==> config.mk <==
export PLATFORM = sky130hd
export DESIGN_NAME = apbp_port
export DESIGN_NICKNAME = d
export VERILOG_FILES = /design/src/logic/apbp_pkg.sv /design/src/logic/apbp_port.sv
export VERILOG_INCLUDE_DIRS = /design/src /design/src/logic
export SDC_FILE = /design/constraint.sdc
export NUM_CORES = 1
export LEC_CHECK = 0
export BUFFER_PORTS_ARGS = -buffer_cell sky130_fd_sc_hd__buf_2
export CAP_MARGIN = 40
export CORE_MARGIN = 4
export CORE_UTILIZATION = 58
export CTS_CLUSTER_SIZE = 20
export DETAILED_ROUTE_END_ITERATION = 8
export PLACE_DENSITY_LB_ADDON = 0.12
export SLEW_MARGIN = 20
export SYNTH_ARGS = -nofsm -noshare
export SYNTH_HDL_FRONTEND = slang
export SYNTH_SLANG_ARGS = --single-unit
==> constraint.sdc <==
create_clock -name clk_sys -period 2.13 [get_ports clk_sys]
set_input_delay 0.3195 -clock clk_sys [delete_from_list [all_inputs] [get_ports clk_sys]]
set_output_delay 0.3195 -clock clk_sys [all_outputs]
set_load 0.01 [all_outputs]
==> src/logic/apbp_defs.svh <==
// timing counts and field positions for the parallel byte port
`ifndef APBP_DEFS_SVH
`define APBP_DEFS_SVH
`define APBP_SYS_CLK_HZ      200000000
`define APBP_MCLK_FAST_HZ    4000000
`define APBP_MCLK_LP_HZ      1800000
`define APBP_CONV_MCLK       18
`define APBP_CAL_MCLK        4096
`define APBP_ADDR_MSB        15
`define APBP_ADDR_LSB        14
`define APBP_ADDR_NONE       2'h0
`define APBP_ADDR_TEST       2'h1
`define APBP_ADDR_CAL        2'h2
`define APBP_ADDR_CTRL       2'h3
`define APBP_CTRL_RDSEL_LSB  6
`define APBP_CTRL_BIPOLAR    4
`define APBP_CTRL_CAL_START  2
`define APBP_CTRL_RST        14'h0000
`endif

==> src/logic/apbp_pkg.sv <==
// types for the parallel byte port
package apbp_pkg;
	typedef enum logic [1:0] {
		APBP_IDLE = 2'b00,
		APBP_CONV = 2'b01,
		APBP_CAL  = 2'b10
	} apbp_state_t;
	typedef enum logic [1:0] {
		APBP_RD_RESULT = 2'b00,
		APBP_RD_TEST   = 2'b01,
		APBP_RD_CAL    = 2'b10,
		APBP_RD_STATUS = 2'b11
	} apbp_rdsel_t;
endpackage : apbp_pkg

==> src/logic/apbp_port.sv <==
// parallel host port: byte steering, write assembly, busy timing
`timescale 1ns/1ps
`include "apbp_defs.svh"

// Summary of operation
// - strobes honoured only with chip select low
// - upper select high: upper byte on low pins
// - upper select low write: low byte on pins
// - upper select low read: all twelve bits
// - nine low pins bidirectional, three-state
// - three upper pins output only, three-state
// - unipolar straight binary, bipolar two's complement
// - conversion and calibration timed by master input
// - busy rises on trigger falling edge until done
// - busy high during calibration sequence
// - trigger rising edge holds and starts conversion
// - top two bits pick target, fourteen stored
module apbp_port import apbp_pkg::*; #(
	parameter int CAL_MCLK  = `APBP_CAL_MCLK,
	parameter int CONV_MCLK = `APBP_CONV_MCLK
) (
	// clock and reset
	input  wire logic        clk_sys,
	input  wire logic        nrst,
	// host strobes
	input  wire logic        chip_sel_n,
	input  wire logic        rd_n,
	input  wire logic        wr_n,
	input  wire logic        upper_half_select,
	// data pins
	input  wire logic [8:0]  low_bidir_pins_in,
	output logic      [8:0]  low_bidir_pins_out,
	output logic      [8:0]  low_bidir_pins_oe_n,
	output logic      [2:0]  upper_output_pins_out,
	output logic      [2:0]  upper_output_pins_oe_n,
	// converter side
	input  wire logic        master_timing_input,
	input  wire logic        conversion_trigger,
	input  wire logic [11:0] sample_code,
	output logic             hold_mode,
	output logic             busy
);
	// --------------------------------------------------------------
	// registers
	// --------------------------------------------------------------
	apbp_state_t  state_ff;
	logic [13:0]  ctrl_ff;
	logic [13:0]  test_ff;
	logic [13:0]  cal_ff;
	logic [11:0]  result_ff;
	logic [7:0]   lo_byte_ff;
	logic         lo_seen_ff;
	logic         wr_n_ff;
	logic         trig_ff;
	logic         mclk_ff;
	logic [12:0]  mcnt_ff;
	logic [15:0]  rd_word_ff;

	logic         wr_rise;
	logic         mclk_rise;
	logic [15:0]  wr_word;
	logic [11:0]  coded;
	logic         drive;

	assign wr_rise   = ~wr_n_ff & wr_n & ~chip_sel_n;
	assign mclk_rise = master_timing_input & ~mclk_ff;
	assign wr_word   = {low_bidir_pins_in[7:0], lo_byte_ff};

	// --------------------------------------------------------------
	// data coding
	// --------------------------------------------------------------
	// bipolar flips the msb of an offset-binary code into two's complement
	assign coded     = ctrl_ff[`APBP_CTRL_BIPOLAR] ?
		{~sample_code[11], sample_code[10:0]} : sample_code;

	// --------------------------------------------------------------
	// input sampling for edge detection
	// --------------------------------------------------------------
	// reset to idle levels, so leaving reset shows no false strobe edge
	always_ff @(posedge clk_sys) begin
		if (!nrst) begin
			wr_n_ff <= 1'b1;
			trig_ff <= 1'b1;
			mclk_ff <= 1'b0;
		end else begin
			wr_n_ff <= wr_n;
			trig_ff <= conversion_trigger;
			mclk_ff <= master_timing_input;
		end
	end

	// --------------------------------------------------------------
	// write assembly: low byte then high byte
	// --------------------------------------------------------------
	always_ff @(posedge clk_sys) begin
		if (!nrst) begin
			lo_byte_ff <= 8'h00;
			lo_seen_ff <= 1'b0;
			ctrl_ff    <= `APBP_CTRL_RST;
			test_ff    <= 14'h0000;
			cal_ff     <= 14'h0000;
		end else begin
			if (state_ff == APBP_CAL)
				ctrl_ff[`APBP_CTRL_CAL_START] <= 1'b0;
			// a high byte without a low byte before it is dropped, not merged
			if (wr_rise && !upper_half_select) begin
				lo_byte_ff <= low_bidir_pins_in[7:0];
				lo_seen_ff <= 1'b1;
			end else if (wr_rise && upper_half_select && lo_seen_ff) begin
				lo_seen_ff <= 1'b0;
				case (wr_word[`APBP_ADDR_MSB:`APBP_ADDR_LSB])
				`APBP_ADDR_TEST: test_ff <= wr_word[13:0];
				`APBP_ADDR_CAL:  cal_ff  <= wr_word[13:0];
				`APBP_ADDR_CTRL: ctrl_ff <= wr_word[13:0];
				default: ;
				endcase
			end
		end
	end

	// --------------------------------------------------------------
	// conversion and calibration sequencer, busy
	// --------------------------------------------------------------
	// a 13-bit count covers the longest calibration count
	always_ff @(posedge clk_sys) begin
		if (!nrst) begin
			state_ff  <= APBP_IDLE;
			mcnt_ff   <= 13'h0000;
			result_ff <= 12'h000;
			hold_mode <= 1'b0;
		end else begin
			case (state_ff)
			APBP_IDLE: begin
				// a trigger edge wins over a pending calibration start
				if (trig_ff && !conversion_trigger) begin
					state_ff <= APBP_CONV;
					mcnt_ff  <= 13'h0000;
				end else if (ctrl_ff[`APBP_CTRL_CAL_START]) begin
					state_ff <= APBP_CAL;
					mcnt_ff  <= 13'h0000;
				end
			end
			APBP_CONV: begin
				// hold is taken on the rising edge that ends the trigger pulse
				if (!trig_ff && conversion_trigger)
					hold_mode <= 1'b1;
				if (hold_mode && mclk_rise)
					mcnt_ff <= mcnt_ff + 13'h0001;
				if (hold_mode && mcnt_ff == 13'(CONV_MCLK)) begin
					result_ff <= coded;
					hold_mode <= 1'b0;
					state_ff  <= APBP_IDLE;
				end
			end
			APBP_CAL: begin
				if (mclk_rise)
					mcnt_ff <= mcnt_ff + 13'h0001;
				if (mcnt_ff == 13'(CAL_MCLK))
					state_ff <= APBP_IDLE;
			end
			default: state_ff <= APBP_IDLE;
			endcase
		end
	end

	// busy drops on the edge that stores the result, so a read right after sees it
	always_ff @(posedge clk_sys) begin
		if (!nrst)
			busy <= 1'b0;
		else if (state_ff == APBP_IDLE)
			busy <= trig_ff && !conversion_trigger;
		else
			busy <= !((state_ff == APBP_CONV && hold_mode && mcnt_ff == 13'(CONV_MCLK))
				|| (state_ff == APBP_CAL && mcnt_ff == 13'(CAL_MCLK)));
	end

	// --------------------------------------------------------------
	// read path; calibration words come out in two reads, twelve bits then the upper byte
	// --------------------------------------------------------------
	always_ff @(posedge clk_sys) begin
		if (!nrst) begin
			rd_word_ff  <= 16'h0000;
		end else begin
			// test and calibration readback carry their address in the top bits
			case (apbp_rdsel_t'(ctrl_ff[`APBP_CTRL_RDSEL_LSB +: 2]))
			APBP_RD_RESULT: rd_word_ff <= {4'h0, result_ff};
			APBP_RD_TEST:   rd_word_ff <= {`APBP_ADDR_TEST, test_ff};
			APBP_RD_CAL:    rd_word_ff <= {`APBP_ADDR_CAL, cal_ff};
			APBP_RD_STATUS: rd_word_ff <= {1'b0, busy, ctrl_ff};
			default:        rd_word_ff <= 16'h0000;
			endcase
		end
	end

	// --------------------------------------------------------------
	// pin drivers
	// --------------------------------------------------------------
	// enables are registered with the data, so pins turn on a cycle after the strobe
	assign drive = ~chip_sel_n & ~rd_n;

	always_ff @(posedge clk_sys) begin
		if (!nrst) begin
			low_bidir_pins_out     <= 9'h000;
			upper_output_pins_out  <= 3'h0;
			low_bidir_pins_oe_n    <= 9'h1ff;
			upper_output_pins_oe_n <= 3'h7;
		end else begin
			low_bidir_pins_oe_n    <= {9{~drive}};
			upper_output_pins_oe_n <= {3{~(drive & ~upper_half_select)}};
			if (upper_half_select) begin
				low_bidir_pins_out    <= {1'b0, rd_word_ff[15:8]};
				upper_output_pins_out <= 3'h0;
			end else begin
				low_bidir_pins_out    <= rd_word_ff[8:0];
				upper_output_pins_out <= rd_word_ff[11:9];
			end
		end
	end
endmodule : apbp_port

=== Word-level counts from Yosys, hierarchy flattened ===
Index checks and enable logic that the tools add are counted.

* Word-level logic and storage cells: 101
* Output and inout port bits: 26
* Input port bits: 29
* Bits in registers: 113

* Muxes and demuxes: 22
* Add/sub/neg operators: 1
* Eq/ne operators: 15
* Reductions and logical operators: 28
* Bitwise operators: 15

{| class="wikitable"
|+ Operator list
! operator !! count
|-
| 16-bit case mux with 4 select lines || 1
|-
| 13-bit 2-to-1 mux || 4
|-
| 13-bit case mux with 3 select lines || 1
|-
| 13-bit by 1-bit adder with 13-bit output, second input constant || 1
|-
| 13-bit equality test, second input constant || 1
|-
| 13-bit by 5-bit equality test with 1-bit output, second input constant || 1
|-
| 12-bit 2-to-1 mux || 1
|-
| 3-bit AND reduction || 4
|-
| 2-bit equality test, second input constant || 5
|-
| 1-bit logical AND || 10
|-
| 1-bit inverter || 10
|-
| 3-bit 2-to-1 mux || 3
|-
| 2-bit 2-to-1 mux || 4
|-
| 8-bit 2-to-1 mux || 1
|-
| 2-bit by 1-bit equality test with 1-bit output, second input constant || 3
|-
| 1-bit 2-to-1 mux || 6
|-
| 2-bit != test, second input constant || 3
|-
| 2-bit case mux with 3 select lines || 1
|-
| 1-bit bitwise AND || 5
|-
| 1-bit zero test || 4
|-
| 2-bit zero test || 2
|-
| 2-bit AND reduction || 2
|-
| 4-bit AND reduction || 1
|-
| 2-bit nonzero test || 2
|-
| 5 further kinds || 5
|}

=== Logic depth before layout (Yosys ltp) ===
Gate-level depths: netlist of run 1.

* Depth in word-level cells: 7
* Gate-level depth with buffers: 9
* Depth with buffers taken out: 6

=== Worst setup path before layout of run 1 ===
No wires, ideal clock.

* Kind: register to register
* Start point: register state_ff[1]
* End point: register mcnt_ff[1]
* Buffers on the path: 3
* Setup time: 0.117 ns
* Required time: 2.013 ns
* Path slack: 0.222 ns
* Arrival: 1.790 ns
* Stages on the path, launching flop included: 10
* Clock period less this slack: 1.908 ns
* Path through: dfxtp_1 inv_1 ha_1 buf_4 and4b_1 o32ai_2 buf_2 buf_2 mux2i_1 nor2_1

* Longest elaborated chain between the ends: 3
* Elaborated cells on any way between the ends: 9
* Classes of those cells: eq/ne (5); mux (1); reduce/logical (3)

{| class="wikitable"
|+ Ends and longest elaborated chain
! what !! RTL line !! RTL
|-
| start, declared || apbp_port.sv:46 || <nowiki>apbp_state_t state_ff;</nowiki>
|-
| start signal, assigned || apbp_port.sv:127 || <nowiki>state_ff <= APBP_IDLE;</nowiki>
|-
| start signal, assigned || apbp_port.sv:136 || <nowiki>state_ff <= APBP_CONV;</nowiki>
|-
| start signal, assigned || apbp_port.sv:139 || <nowiki>state_ff <= APBP_CAL;</nowiki>
|-
| 2-bit by 1-bit equality test with 1-bit output, or another cell as far along || apbp_port.sv:132 || <nowiki>case (state_ff)</nowiki>
|-
| 2-bit != test (no line), or another cell as far along || n/a ||
|-
| 4-bit AND reduction (no line) || n/a ||
|-
| end signal, assigned || apbp_port.sv:148 || <nowiki>mcnt_ff <= mcnt_ff + 13'h0001;</nowiki>
|-
| end signal, assigned || apbp_port.sv:157 || <nowiki>mcnt_ff <= mcnt_ff + 13'h0001;</nowiki>
|-
| end, declared || apbp_port.sv:56 || <nowiki>logic [12:0] mcnt_ff;</nowiki>
|}

Parallel ways exist; a longest one is shown, timed or not.
A chain may end at the register's enable or synchronous reset.

=== Worst setup path in the final report of run 1 ===
* Start point: register mcnt_ff[8]
* End point: register busy

* Longest elaborated chain between the ends: 5
* Elaborated cells on any way between the ends: 7
* Classes of those cells: eq/ne (2); mux (1); reduce/logical (4)

{| class="wikitable"
|+ Ends and longest elaborated chain
! what !! RTL line !! RTL
|-
| 13-bit by 5-bit equality test with 1-bit output / 13-bit equality test (equally long branches) || apbp_port.sv:173, apbp_port.sv:174 ||
|-
| 1-bit logical AND (on tied branches) || apbp_port.sv:173, apbp_port.sv:174 ||
|-
| 1-bit logical OR * || apbp_port.sv:174 || <nowiki>|| (state_ff == APBP_CAL && mcnt_ff == 13'(CAL_MCLK)));</nowiki>
|-
| 1-bit zero test * || apbp_port.sv:173 || <nowiki>busy <= !((state_ff == APBP_CONV && hold_mode && mcnt_ff == 13'(CONV_MCLK))</nowiki>
|-
| 1-bit 2-to-1 mux * || apbp_port.sv:170 || <nowiki>else if (state_ff == APBP_IDLE)</nowiki>
|-
| end signal, assigned || apbp_port.sv:171 || <nowiki>busy <= trig_ff && !conversion_trigger;</nowiki>
|-
| end signal, assigned || apbp_port.sv:173 ||
|-
| end, declared || apbp_port.sv:41 || <nowiki>output logic busy</nowiki>
|}

Every way passes the cells marked *; elsewhere a longest branch is shown, timed or not.

==> impl_metrics.json, run 1 <==
{
  "cp_data_required_time_ps": 2510,
  "critPathLaunch": "mcnt_ff[8]",
  "critical_path_class": "flip-flop to flip-flop",
  "synthCells": 472,
  "synthArstFlopShare_pct": 0,
  "wirelength_um": 10200,
  "start_util_pct": 60.3,
  "drt_iter0_markers": 187,
  "grt_pass1_vias": 3578,
  "max_freq_mhz": 497,
  "synth_compound_area_share_pct": 9.47,
  "cts_root_buf": "clkbuf_8",
  "max_slew.worst_pin.slew_ps": 512,
  "r2r_cells": 5,
  "synth_top_family_by_area": "simple AND/OR/NAND/NOR gates",
  "cts_made_buffers": 17,
  "syn_nets": 507,
  "max_slew_margin_pct": 65.6,
  "cts_tree": "done",
  "wl_per_cell_um": 16.0,
  "antennaDiodeCount": 0,
  "final_nets": 561,
  "path_buf_inv": 1,
  "drv_slew": 0,
  "vias_per_cell": 5.59,
  "muxShareOfSynthArea_pct": 16.3,
  "critical-path-top-delay-family": "simple AND/OR/NAND/NOR gates",
  "drc": 0,
  "ys_seq_area_share_pct": 48.1,
  "dp_hpwl_um": 6960,
  "grt_remaining_overflow": 0,
  "drtPass1Iterations": 4,
  "ios": 55,
  "skew_ps": 11.3,
  "synthFlopType": "dfxtp_1",
  "synth_top_area_share_pct": 48.1,
  "setup_viol": 0,
  "h-tree-depth": 4,
  "fp.dieW_um": 98.1,
  "critPathSlowestCell": "nor4_1",
  "min_period_ps": 2010,
  "path_cells": "nor4_1 -> nand4_1 -> buf_4 -> o22a_1 -> o211a_1",
  "die-area_um2": 9620,
  "synth-simple-area-share_pct": 18.0,
  "syn_area_um2": 4700,
  "min_path_type": "input port to flip-flop",
  "filler_cell_count": 600,
  "cp-end-kind": "flip-flop",
  "area_growth_pct": 19.6,
  "grt_max_degree": 78,
  "placed_area_um2": 5030,
  "syn_avg_cell_area_um2": 9.97,
  "synth-seq-cells": 113,
  "timing.rr.start": "mcnt_ff[8]",
  "multi_input_area_um2": 2160,
  "cts_max_path_buffers": 2,
  "design_area_um2": 5630,
  "yosysMostFrequentCell": "dfxtp_1",
  "reg2reg_to": "busy",
  "p_leak_nw": 2.23,
  "clk_latency_ps": 510,
  "drive_gt1_share_pct": 23.6,
  "grt_pass1_wl_um": 17400,
  "p_per_area_nw_per_um2": 906,
  "crit_fanout": 8,
  "numClockSinks": 113,
  "post-route-util_pct": 72.1,
  "status": "finished, final reports clean",
  "synth-edff-count": 0,
  "endpoint": "busy",
  "grt_use_total_pct": 22.7,
  "slowest_delay_ps": 510,
  "grt_antenna_before_repair": 0,
  "crit_arrival_ps": 2390,
  "rows": 32,
  "synth_adder_area_share_pct": 1.60,
  "gp_congestion": 0.828,
  "synth_commonest_cells": "dfxtp_1, nor2_1, mux2i_1, a21oi_1, nand2_1",
  "synth-xor-area-share_pct": 0.372,
  "peakVddDrop_uv": 545,
  "cp_num_cells": 5,
  "r2r_slack_ps": 120,
  "synth.yosys.warnings": 0,
  "yosys-top-cells-area": "dfxtp_1, mux2i_1, nor2_1",
  "yosysUniqueCellTypes": 51,
  "setup.worst_path.start_class": "flip-flop",
  "synth.largest_area_cell": "dfxtp_1",
  "max_cap_violations": 0,
  "final-hold-violation-count": 0,
  "io_buffer_count": 53,
  "ff_latch_area_um2": 2260,
  "vias": 3580,
  "cts.clk_slew.worst_paths_ps": 60,
  "postRouteAntennaNets": 0,
  "core_um2": 7810,
  "die_h_um": 98.1,
  "fin_crit_sh_pct": 94.5
}
## worst reg2reg max path, cell delays in order (launching register included)
cell	delay (ps)
dfxtp_1	350
nor4_1	510
nand4_1	340
buf_4	270
o22a_1	200
o211a_1	230
## metrics by stage
step           worst slack, ps  hold WS (ps)  cells  power (mW)  setup TNS (ps)
6_report                   118          41.0    640        5.10               0
5_1_grt                  -5.69          34.9    640        5.27           -7.55
3_5_place_dp               110           438    607        2.44               0
3_3_place_gp               202           440    607        2.44               0
2_1_floorplan              222           415    472        2.35               0
4_1_cts                    124          25.5    639        5.13               0
## power by group
group | internal [mW] | total, mW | leakage, nW | switching [mW]
Clock | 1.77 | 2.69 | 0.279 | 0.918
Sequential | 2.13 | 2.15 | 0.912 | 0.0166
Combinational | 0.101 | 0.258 | 1.04 | 0.157
Total | 4.01 | 5.10 | 2.23 | 1.09
## metal layers
metal / GRT usage [%] / part of all wire [%] / vias up / routed length [um]
met2: 35.5 / 47 / 86 / 4800
met1: 30.8 / 47 / 1727 / 4800
li1: - / - / 1760 / -
met3: 6.36 / 5.1 / 7 / 524
met5: 0 / 0 / - / 0
met4: 6.50 / 0.78 / 0 / 80
## layout make-up
class                           count  area share (%)
Timing Repair Buffer               74            8.00
Sequential cell                   113            40.2
Tap cell                          102            2.27
Multi-Input combinational cell    306            38.3
Clock buffer                       22            8.40
Inverter                           14           0.934
Clock inverter                      9            1.89
## registers in the layout, indices dropped and copies added, names as in the netlist, 2 cells and up
| name | cells |
|---|---|
| low_bidir_pins_out | 9 |
| upper_output_pins_out | 3 |
| ctrl_ff | 14 |
| state_ff | 2 |
| lo_byte_ff | 8 |
| rd_word_ff | 16 |
| mcnt_ff | 13 |
| cal_ff | 14 |
| result_ff | 12 |
| test_ff | 14 |
## worst min-delay path by stage
stage          slack, ps                 from  cells after the start                     end
2_1_floorplan        410                 nrst                      1                 trig_ff
3_3_place_gp         440                 busy                      2          rd_word_ff[14]
3_5_place_dp         440                 busy                      2          rd_word_ff[14]
4_1_cts               30  master_timing_input                      2                 mclk_ff
5_1_grt               30  master_timing_input                      2                 mclk_ff
6_report              40                 rd_n                      2  low_bidir_pins_oe_n[0]
## cells by family after synthesis
kind of cell / count (synthesis)
AND/OR/NAND/NOR: 160
flip-flops: 113
AO/OA/AOI/OAI: 74
multiplexers: 64
buffers and inverters: 53
adder cells (fa/ha/maj): 6
XOR/XNOR: 2
## cell usage in the layout (no fill, tap or decap), types with 5 or more instances in the layout
master	Yosys	routed
dfxtp_1	113	113
a21oi_1	34	34
o31ai_1	7	7
mux4_2	10	10
o21ai_0	19	19
or4_1	7	7
mux2i_1	52	52
nand2_1	24	24
buf_2	7	53
clkbuf_8	0	5
clkbuf_16	0	16
nand3_1	17	17
buf_4	12	18
inv_1	14	13
nor2_1	61	61
and2_1	16	16
## repair_timing
item,CTS,global route
setup endpoints to repair,0,1
hold buffers,1,0
resized for setup,0,2
hold endpoints to repair,1,0
setup buffers,0,1
No activity file was read; power rests on OpenSTA's default activity.
==> run 2: changes to the inputs <==
--- a/config.mk
+++ b/config.mk
@@ -9,7 +9,7 @@
 export BUFFER_PORTS_ARGS = -buffer_cell sky130_fd_sc_hd__buf_2
 export CAP_MARGIN = 40
 export CORE_MARGIN = 4
-export CORE_UTILIZATION = 58
+export CORE_UTILIZATION = 60
 export CTS_CLUSTER_SIZE = 20
 export DETAILED_ROUTE_END_ITERATION = 8
 export PLACE_DENSITY_LB_ADDON = 0.12
==> constraint.sdc (replaced) <==
create_clock -name clk_sys -period 2.6 [get_ports clk_sys]
set_input_delay 0.39 -clock clk_sys [delete_from_list [all_inputs] [get_ports clk_sys]]
set_output_delay 0.39 -clock clk_sys [all_outputs]
set_load 0.01 [all_outputs]
==> impl_metrics.json, run 2 (synthesized netlist as in run 1, its figures left out) <==
{
  "status": "finished, final reports clean",
  "cts_made_buffers": 17,
  "dr_wl_met3_um": 671,
  "gp_congestion": 0.808,
  "die_h_um": 96.6,
  "dp_cells": 599,
  "core_um2": 7690,
  "seq_power_share_pct": 42.2,
  "critical-path-top-delay-family": "simple AND/OR/NAND/NOR gates",
  "grt_antenna_before_repair": 0,
  "rows": 32,
  "peakVddDrop_uv": 602,
  "die-area_um2": 9320,
  "pwr-share-clk_pct": 53.2,
  "p_comb_share_pct": 4.6,
  "vias": 3583,
  "max_freq_mhz": 463,
  "cts_max_path_buffers": 2,
  "post-route-util_pct": 72.0,
  "cts_root_buf": "clkbuf_8",
  "multi_input_area_um2": 2150,
  "drive_gt1_share_pct": 22.2,
  "final_common_cell": "dfxtp_1",
  "final-hold-violation-count": 0,
  "p_sw_share_pct": 21.7,
  "dp_hpwl_um": 6820,
  "p_per_area_nw_per_um2": 754,
  "start_util_pct": 61.2,
  "antennaDiodeCount": 0,
  "ios": 55,
  "max_slew_margin_pct": 58.1,
  "setup_viol": 0,
  "cts_tree": "done",
  "grt_use_total_pct": 23.5,
  "top_layer_used": "met4",
  "grt_pass1_vias": 3271,
  "drc": 0,
  "grt_pass1_wl_um": 16400,
  "min_period_ps": 2160,
  "slowest_delay_ps": 480,
  "post_cts_buffers": 0,
  "largest_reg_flops": 16,
  "max_cap_violations": 0,
  "layout_common_cells": "dfxtp_1, nor2_1, buf_2, mux2i_1, a21oi_1",
  "path_buf_inv": 1,
  "grt_remaining_overflow": 0,
  "max_slew.worst_pin.slew_ps": 626,
  "setup.worst_path.start_class": "flip-flop",
  "ctsResizeCount": 0,
  "skew_ps": 8.54,
  "wl_met2_um": 4720,
  "min_path_type": "input port to flip-flop",
  "drtPass1Iterations": 4,
  "h-tree-depth": 4,
  "cp-end-kind": "flip-flop",
  "postRouteAntennaNets": 0,
  "wirelength_um": 10300,
  "fin_crit_sh_pct": 83.0,
  "path_cells": "nor4_1 -> nand4_1 -> buf_4 -> o22a_1 -> o211a_1",
  "final_nets": 551,
  "design_area_um2": 5530,
  "cp_data_required_time_ps": 2990,
  "wl_per_cell_um": 16.3,
  "grt_max_degree": 48,
  "vias_per_cell": 5.69,
  "cts.clk_slew.worst_paths_ps": 60,
  "rsz0062_at_grt": "no",
  "critPathSlowestCell": "nor4_1",
  "p_leak_nw": 2.19,
  "crit_arrival_ps": 2550,
  "p_switching_uw": 906,
  "placed_area_um2": 4950,
  "numClockSinks": 113,
  "filler_cell_count": 585,
  "regMostFlops": "rd_word_ff",
  "instances_no_fill": 630,
  "area_growth_pct": 17.6,
  "tns_ps": 0,
  "drt_iter0_markers": 236,
  "crit_fanout": 9,
  "critical_path_class": "flip-flop to flip-flop",
  "drv_slew": 0,
  "clk_latency_ps": 510,
  "internal-power_mw": 3.26,
  "fp.dieW_um": 96.6,
  "met1Wirelength_um": 4760,
  "ff_latch_area_um2": 2260,
  "io_buffer_count": 53,
  "holdBufCountCts": 0
}
-- run 2: changes by cell type in the layout (fill, tap and decap cells not counted) --
cell / before / now
buf_12: 2 / 1
ha_2: 2 / 0
clkinv_2: 3 / 5
clkinvlp_4: 3 / 2
ha_1: 4 / 6
clkbuf_1: 1 / 0
dlygate4sd3_1: 1 / 0
buf_4: 18 / 10
-- run 2: worst paths after layout --
path / startpoint / to / slack, ps / depth (start not counted)
worst min register to register: busy / rd_word_ff[14] / 440 / 2
worst max register to register: mcnt_ff[8] / busy / 440 / 5
worst max-delay path: mcnt_ff[8] / busy / 440 / 5
worst min-delay path: wr_n / wr_n_ff / 90 / 2
-- run 2: final cells by class --
class                           count  area share (%)
Tap cell                          102            2.31
Inverter                           14           0.950
Sequential cell                   113            40.9
Timing Repair Buffer               64            6.51
Clock buffer                       21            8.48
Clock inverter                     10            1.97
Multi-Input combinational cell    306            38.9
-- run 2: worst reg2reg max path: stages (launching register included) --
cell     delay (ps)
dfxtp_1         340
nor4_1          480
nand4_1         470
buf_4           330
o22a_1          200
o211a_1         230
-- run 2: power by group through the flow --
| stage | logic, mW | registers [mW] | clock network [mW] |
|---|---|---|---|
| after floorplan | 0.128 | 1.79 | 0 |
| after global placement | 0.185 | 1.80 | 0 |
| after detailed placement | 0.189 | 1.80 | 0 |
| after CTS | 0.191 | 1.76 | 2.24 |
| after global routing | 0.211 | 1.76 | 2.33 |
| final | 0.191 | 1.76 | 2.22 |
-- run 2: metrics by stage --
stage / hold WS (ps) / total power, mW / setup WS (ps)
after global placement: 440 / 1.98 / 503
after global routing: 87.7 / 4.30 / 298
after detailed placement: 432 / 1.99 / 501
final: 86.0 / 4.17 / 442
after CTS: 75.4 / 4.19 / 477
after floorplan: 430 / 1.92 / 692
-- run 2: metal layers --
metal / GRT usage [%] / vias up
li1: - / 1736
met1: 31.1 / 1724
met2: 37.1 / 114
met3: 7.36 / 9
met4: 7.01 / 0
met5: 0 / -
==> run 3: changes to the inputs <==
--- a/config.mk
+++ b/config.mk
@@ -9,7 +9,7 @@
 export BUFFER_PORTS_ARGS = -buffer_cell sky130_fd_sc_hd__buf_2
 export CAP_MARGIN = 40
 export CORE_MARGIN = 4
-export CORE_UTILIZATION = 60
+export CORE_UTILIZATION = 52
 export CTS_CLUSTER_SIZE = 20
 export DETAILED_ROUTE_END_ITERATION = 8
 export PLACE_DENSITY_LB_ADDON = 0.12
==> constraint.sdc (replaced) <==
create_clock -name clk_sys -period 1.8 [get_ports clk_sys]
set_input_delay 0.27 -clock clk_sys [delete_from_list [all_inputs] [get_ports clk_sys]]
set_output_delay 0.27 -clock clk_sys [all_outputs]
set_load 0.01 [all_outputs]
==> impl_metrics.json, run 3 (synthesized netlist as in run 1, its figures left out) <==
{
  "dp_hpwl_um": 7430,
  "grt_pass1_vias": 3573,
  "slowest_delay_ps": 490,
  "grt_remaining_overflow": 0,
  "cp_data_required_time_ps": 2240,
  "path_buf_inv": 2,
  "postRouteAntennaNets": 0,
  "cts_root_buf": "clkbuf_8",
  "antennaDiodeCount": 0,
  "worst_slack_ps": -30.8,
  "regMostFlops": "rd_word_ff",
  "total_power_mw": 6.16,
  "max_slew.worst_pin.slew_ps": 404,
  "status": "finished with violations",
  "grt_pass1_wl_um": 17700,
  "critical_path_class": "flip-flop to flip-flop",
  "rsz0062_at_grt": "yes",
  "clk_latency_ps": 510,
  "layout_common_cells": "dfxtp_1, nor2_1, buf_2, mux2i_1, buf_4",
  "cts_tree": "done",
  "path_cells": "inv_2 -> ha_4 -> and4bb_2 -> o32ai_2 -> buf_6 -> or4_1 -> a21oi_1",
  "cts_made_buffers": 17,
  "core_um2": 8760,
  "cp-end-kind": "flip-flop",
  "violations": "setup timing",
  "area_growth_pct": 24.7,
  "grt_use_total_pct": 21.6,
  "peakVddDrop_uv": 696,
  "fp.dieW_um": 103,
  "instances_no_fill": 669,
  "grt_antenna_before_repair": 0,
  "wirelength_um": 10800,
  "dp_cells": 631,
  "setup_viol": 5,
  "vias_per_cell": 5.52,
  "cts.clk_slew.worst_paths_ps": 60,
  "die-area_um2": 10600,
  "max_cap_violations": 0,
  "min_period_ps": 1830,
  "crit_arrival_ps": 2270,
  "start_util_pct": 53.7,
  "critical-path-top-delay-family": "simple AND/OR/NAND/NOR gates",
  "rows": 34,
  "cts_max_path_buffers": 2,
  "p_leak_nw": 2.36,
  "drt_iter0_markers": 189,
  "grt_max_degree": 41,
  "vias": 3693,
  "worst_hold_slack_ps": 18.9,
  "ios": 55,
  "largest_reg_flops": 16,
  "numClockSinks": 113,
  "drv_slew": 0,
  "max_slew_margin_pct": 72.8,
  "tns_ps": -57.5,
  "drive_gt1_share_pct": 28.0,
  "max_freq_mhz": 546,
  "min_path_type": "input port to flip-flop",
  "gp_congestion": 0.821,
  "h-tree-depth": 4,
  "io_buffer_count": 53,
  "final_common_cell": "dfxtp_1",
  "wl_per_cell_um": 16.2,
  "final_nets": 584,
  "die_h_um": 103,
  "crit_fanout": 12,
  "fin_crit_sh_pct": 102,
  "p_per_area_nw_per_um2": 1050,
  "drtPass1Iterations": 5,
  "final-hold-violation-count": 0,
  "setup.worst_path.start_class": "flip-flop",
  "critPathSlowestCell": "or4_1",
  "drc": 0,
  "skew_ps": 20.2
}
==> run 3: changes by cell type in the layout (fill, tap and decap cells not counted), sizes merged <==
cell         change
dlygate4sd3      +4
buf             +29
clkinvlp         -1
bufinv           +1
==> run 3: cell type report <==
class                           count  area (um^2)
Clock buffer                       21          449
Clock inverter                     10          135
Fill cell                         674         2900
Inverter                           14         52.6
Multi-Input combinational cell    306         2200
Sequential cell                   113         2270
Tap cell                          108          135
Timing Repair Buffer               97          626
==> run 3: power by group <==
| part | internal (mW) | switching, mW |
|---|---|---|
| combinational | 0.151 | 0.200 |
| sequential | 2.52 | 0.0158 |
| clock | 2.16 | 1.11 |
| total | 4.84 | 1.33 |
==> run 3: repair_timing <==
| action | 4_1_cts | 5_1_grt |
|---|---|---|
| hold buffers | 4 | 0 |
| buffers inserted | 2 | 1 |
| hold endpoints to repair | 3 | 0 |
| resized for setup | 2 | 8 |
| pin swaps | 1 | 5 |
| endpoints found under the setup margin | 11 | 45 |
==> run 3: worst paths after layout <==
kind / from / endpoint / slack [ps] / cells after the start
worst max register to register: state_ff[1] / mcnt_ff[5] / -30 / 7
worst min-delay path: sample_code[4] / result_ff[4] / 20 / 3
worst min register to register: busy / rd_word_ff[14] / 450 / 2
worst max-delay path: state_ff[1] / mcnt_ff[5] / -30 / 7
==> run 3: stage by stage <==
stage	utilization (%)	area, um^2	setup slack, ps
floorplan	-	4750	8.90
global placement	59.3	5190	-77.8
detailed placement	59.3	5190	-86.5
CTS	66.6	5840	-46.1
global route	66.9	5870	-86.3
finish	66.9	5870	-30.8
==> run 3: worst reg2reg max path, stage by stage (launching register included) <==
cell	delay, ps
dfxtp_2	330
inv_2	60
ha_4	170
and4bb_2	310
o32ai_2	100
buf_6	160
or4_1	500
a21oi_1	150
==> run 3: metal layers <==
layer	part of all wire, %	GRT usage, %	routed length [um]	vias up
met2	47	34.6	5130	98
met5	0	0	0	-
met1	46	28.8	4970	1777
li1	-	-	-	1801
met4	1.6	8.07	172	0
met3	5.0	4.74	543	17
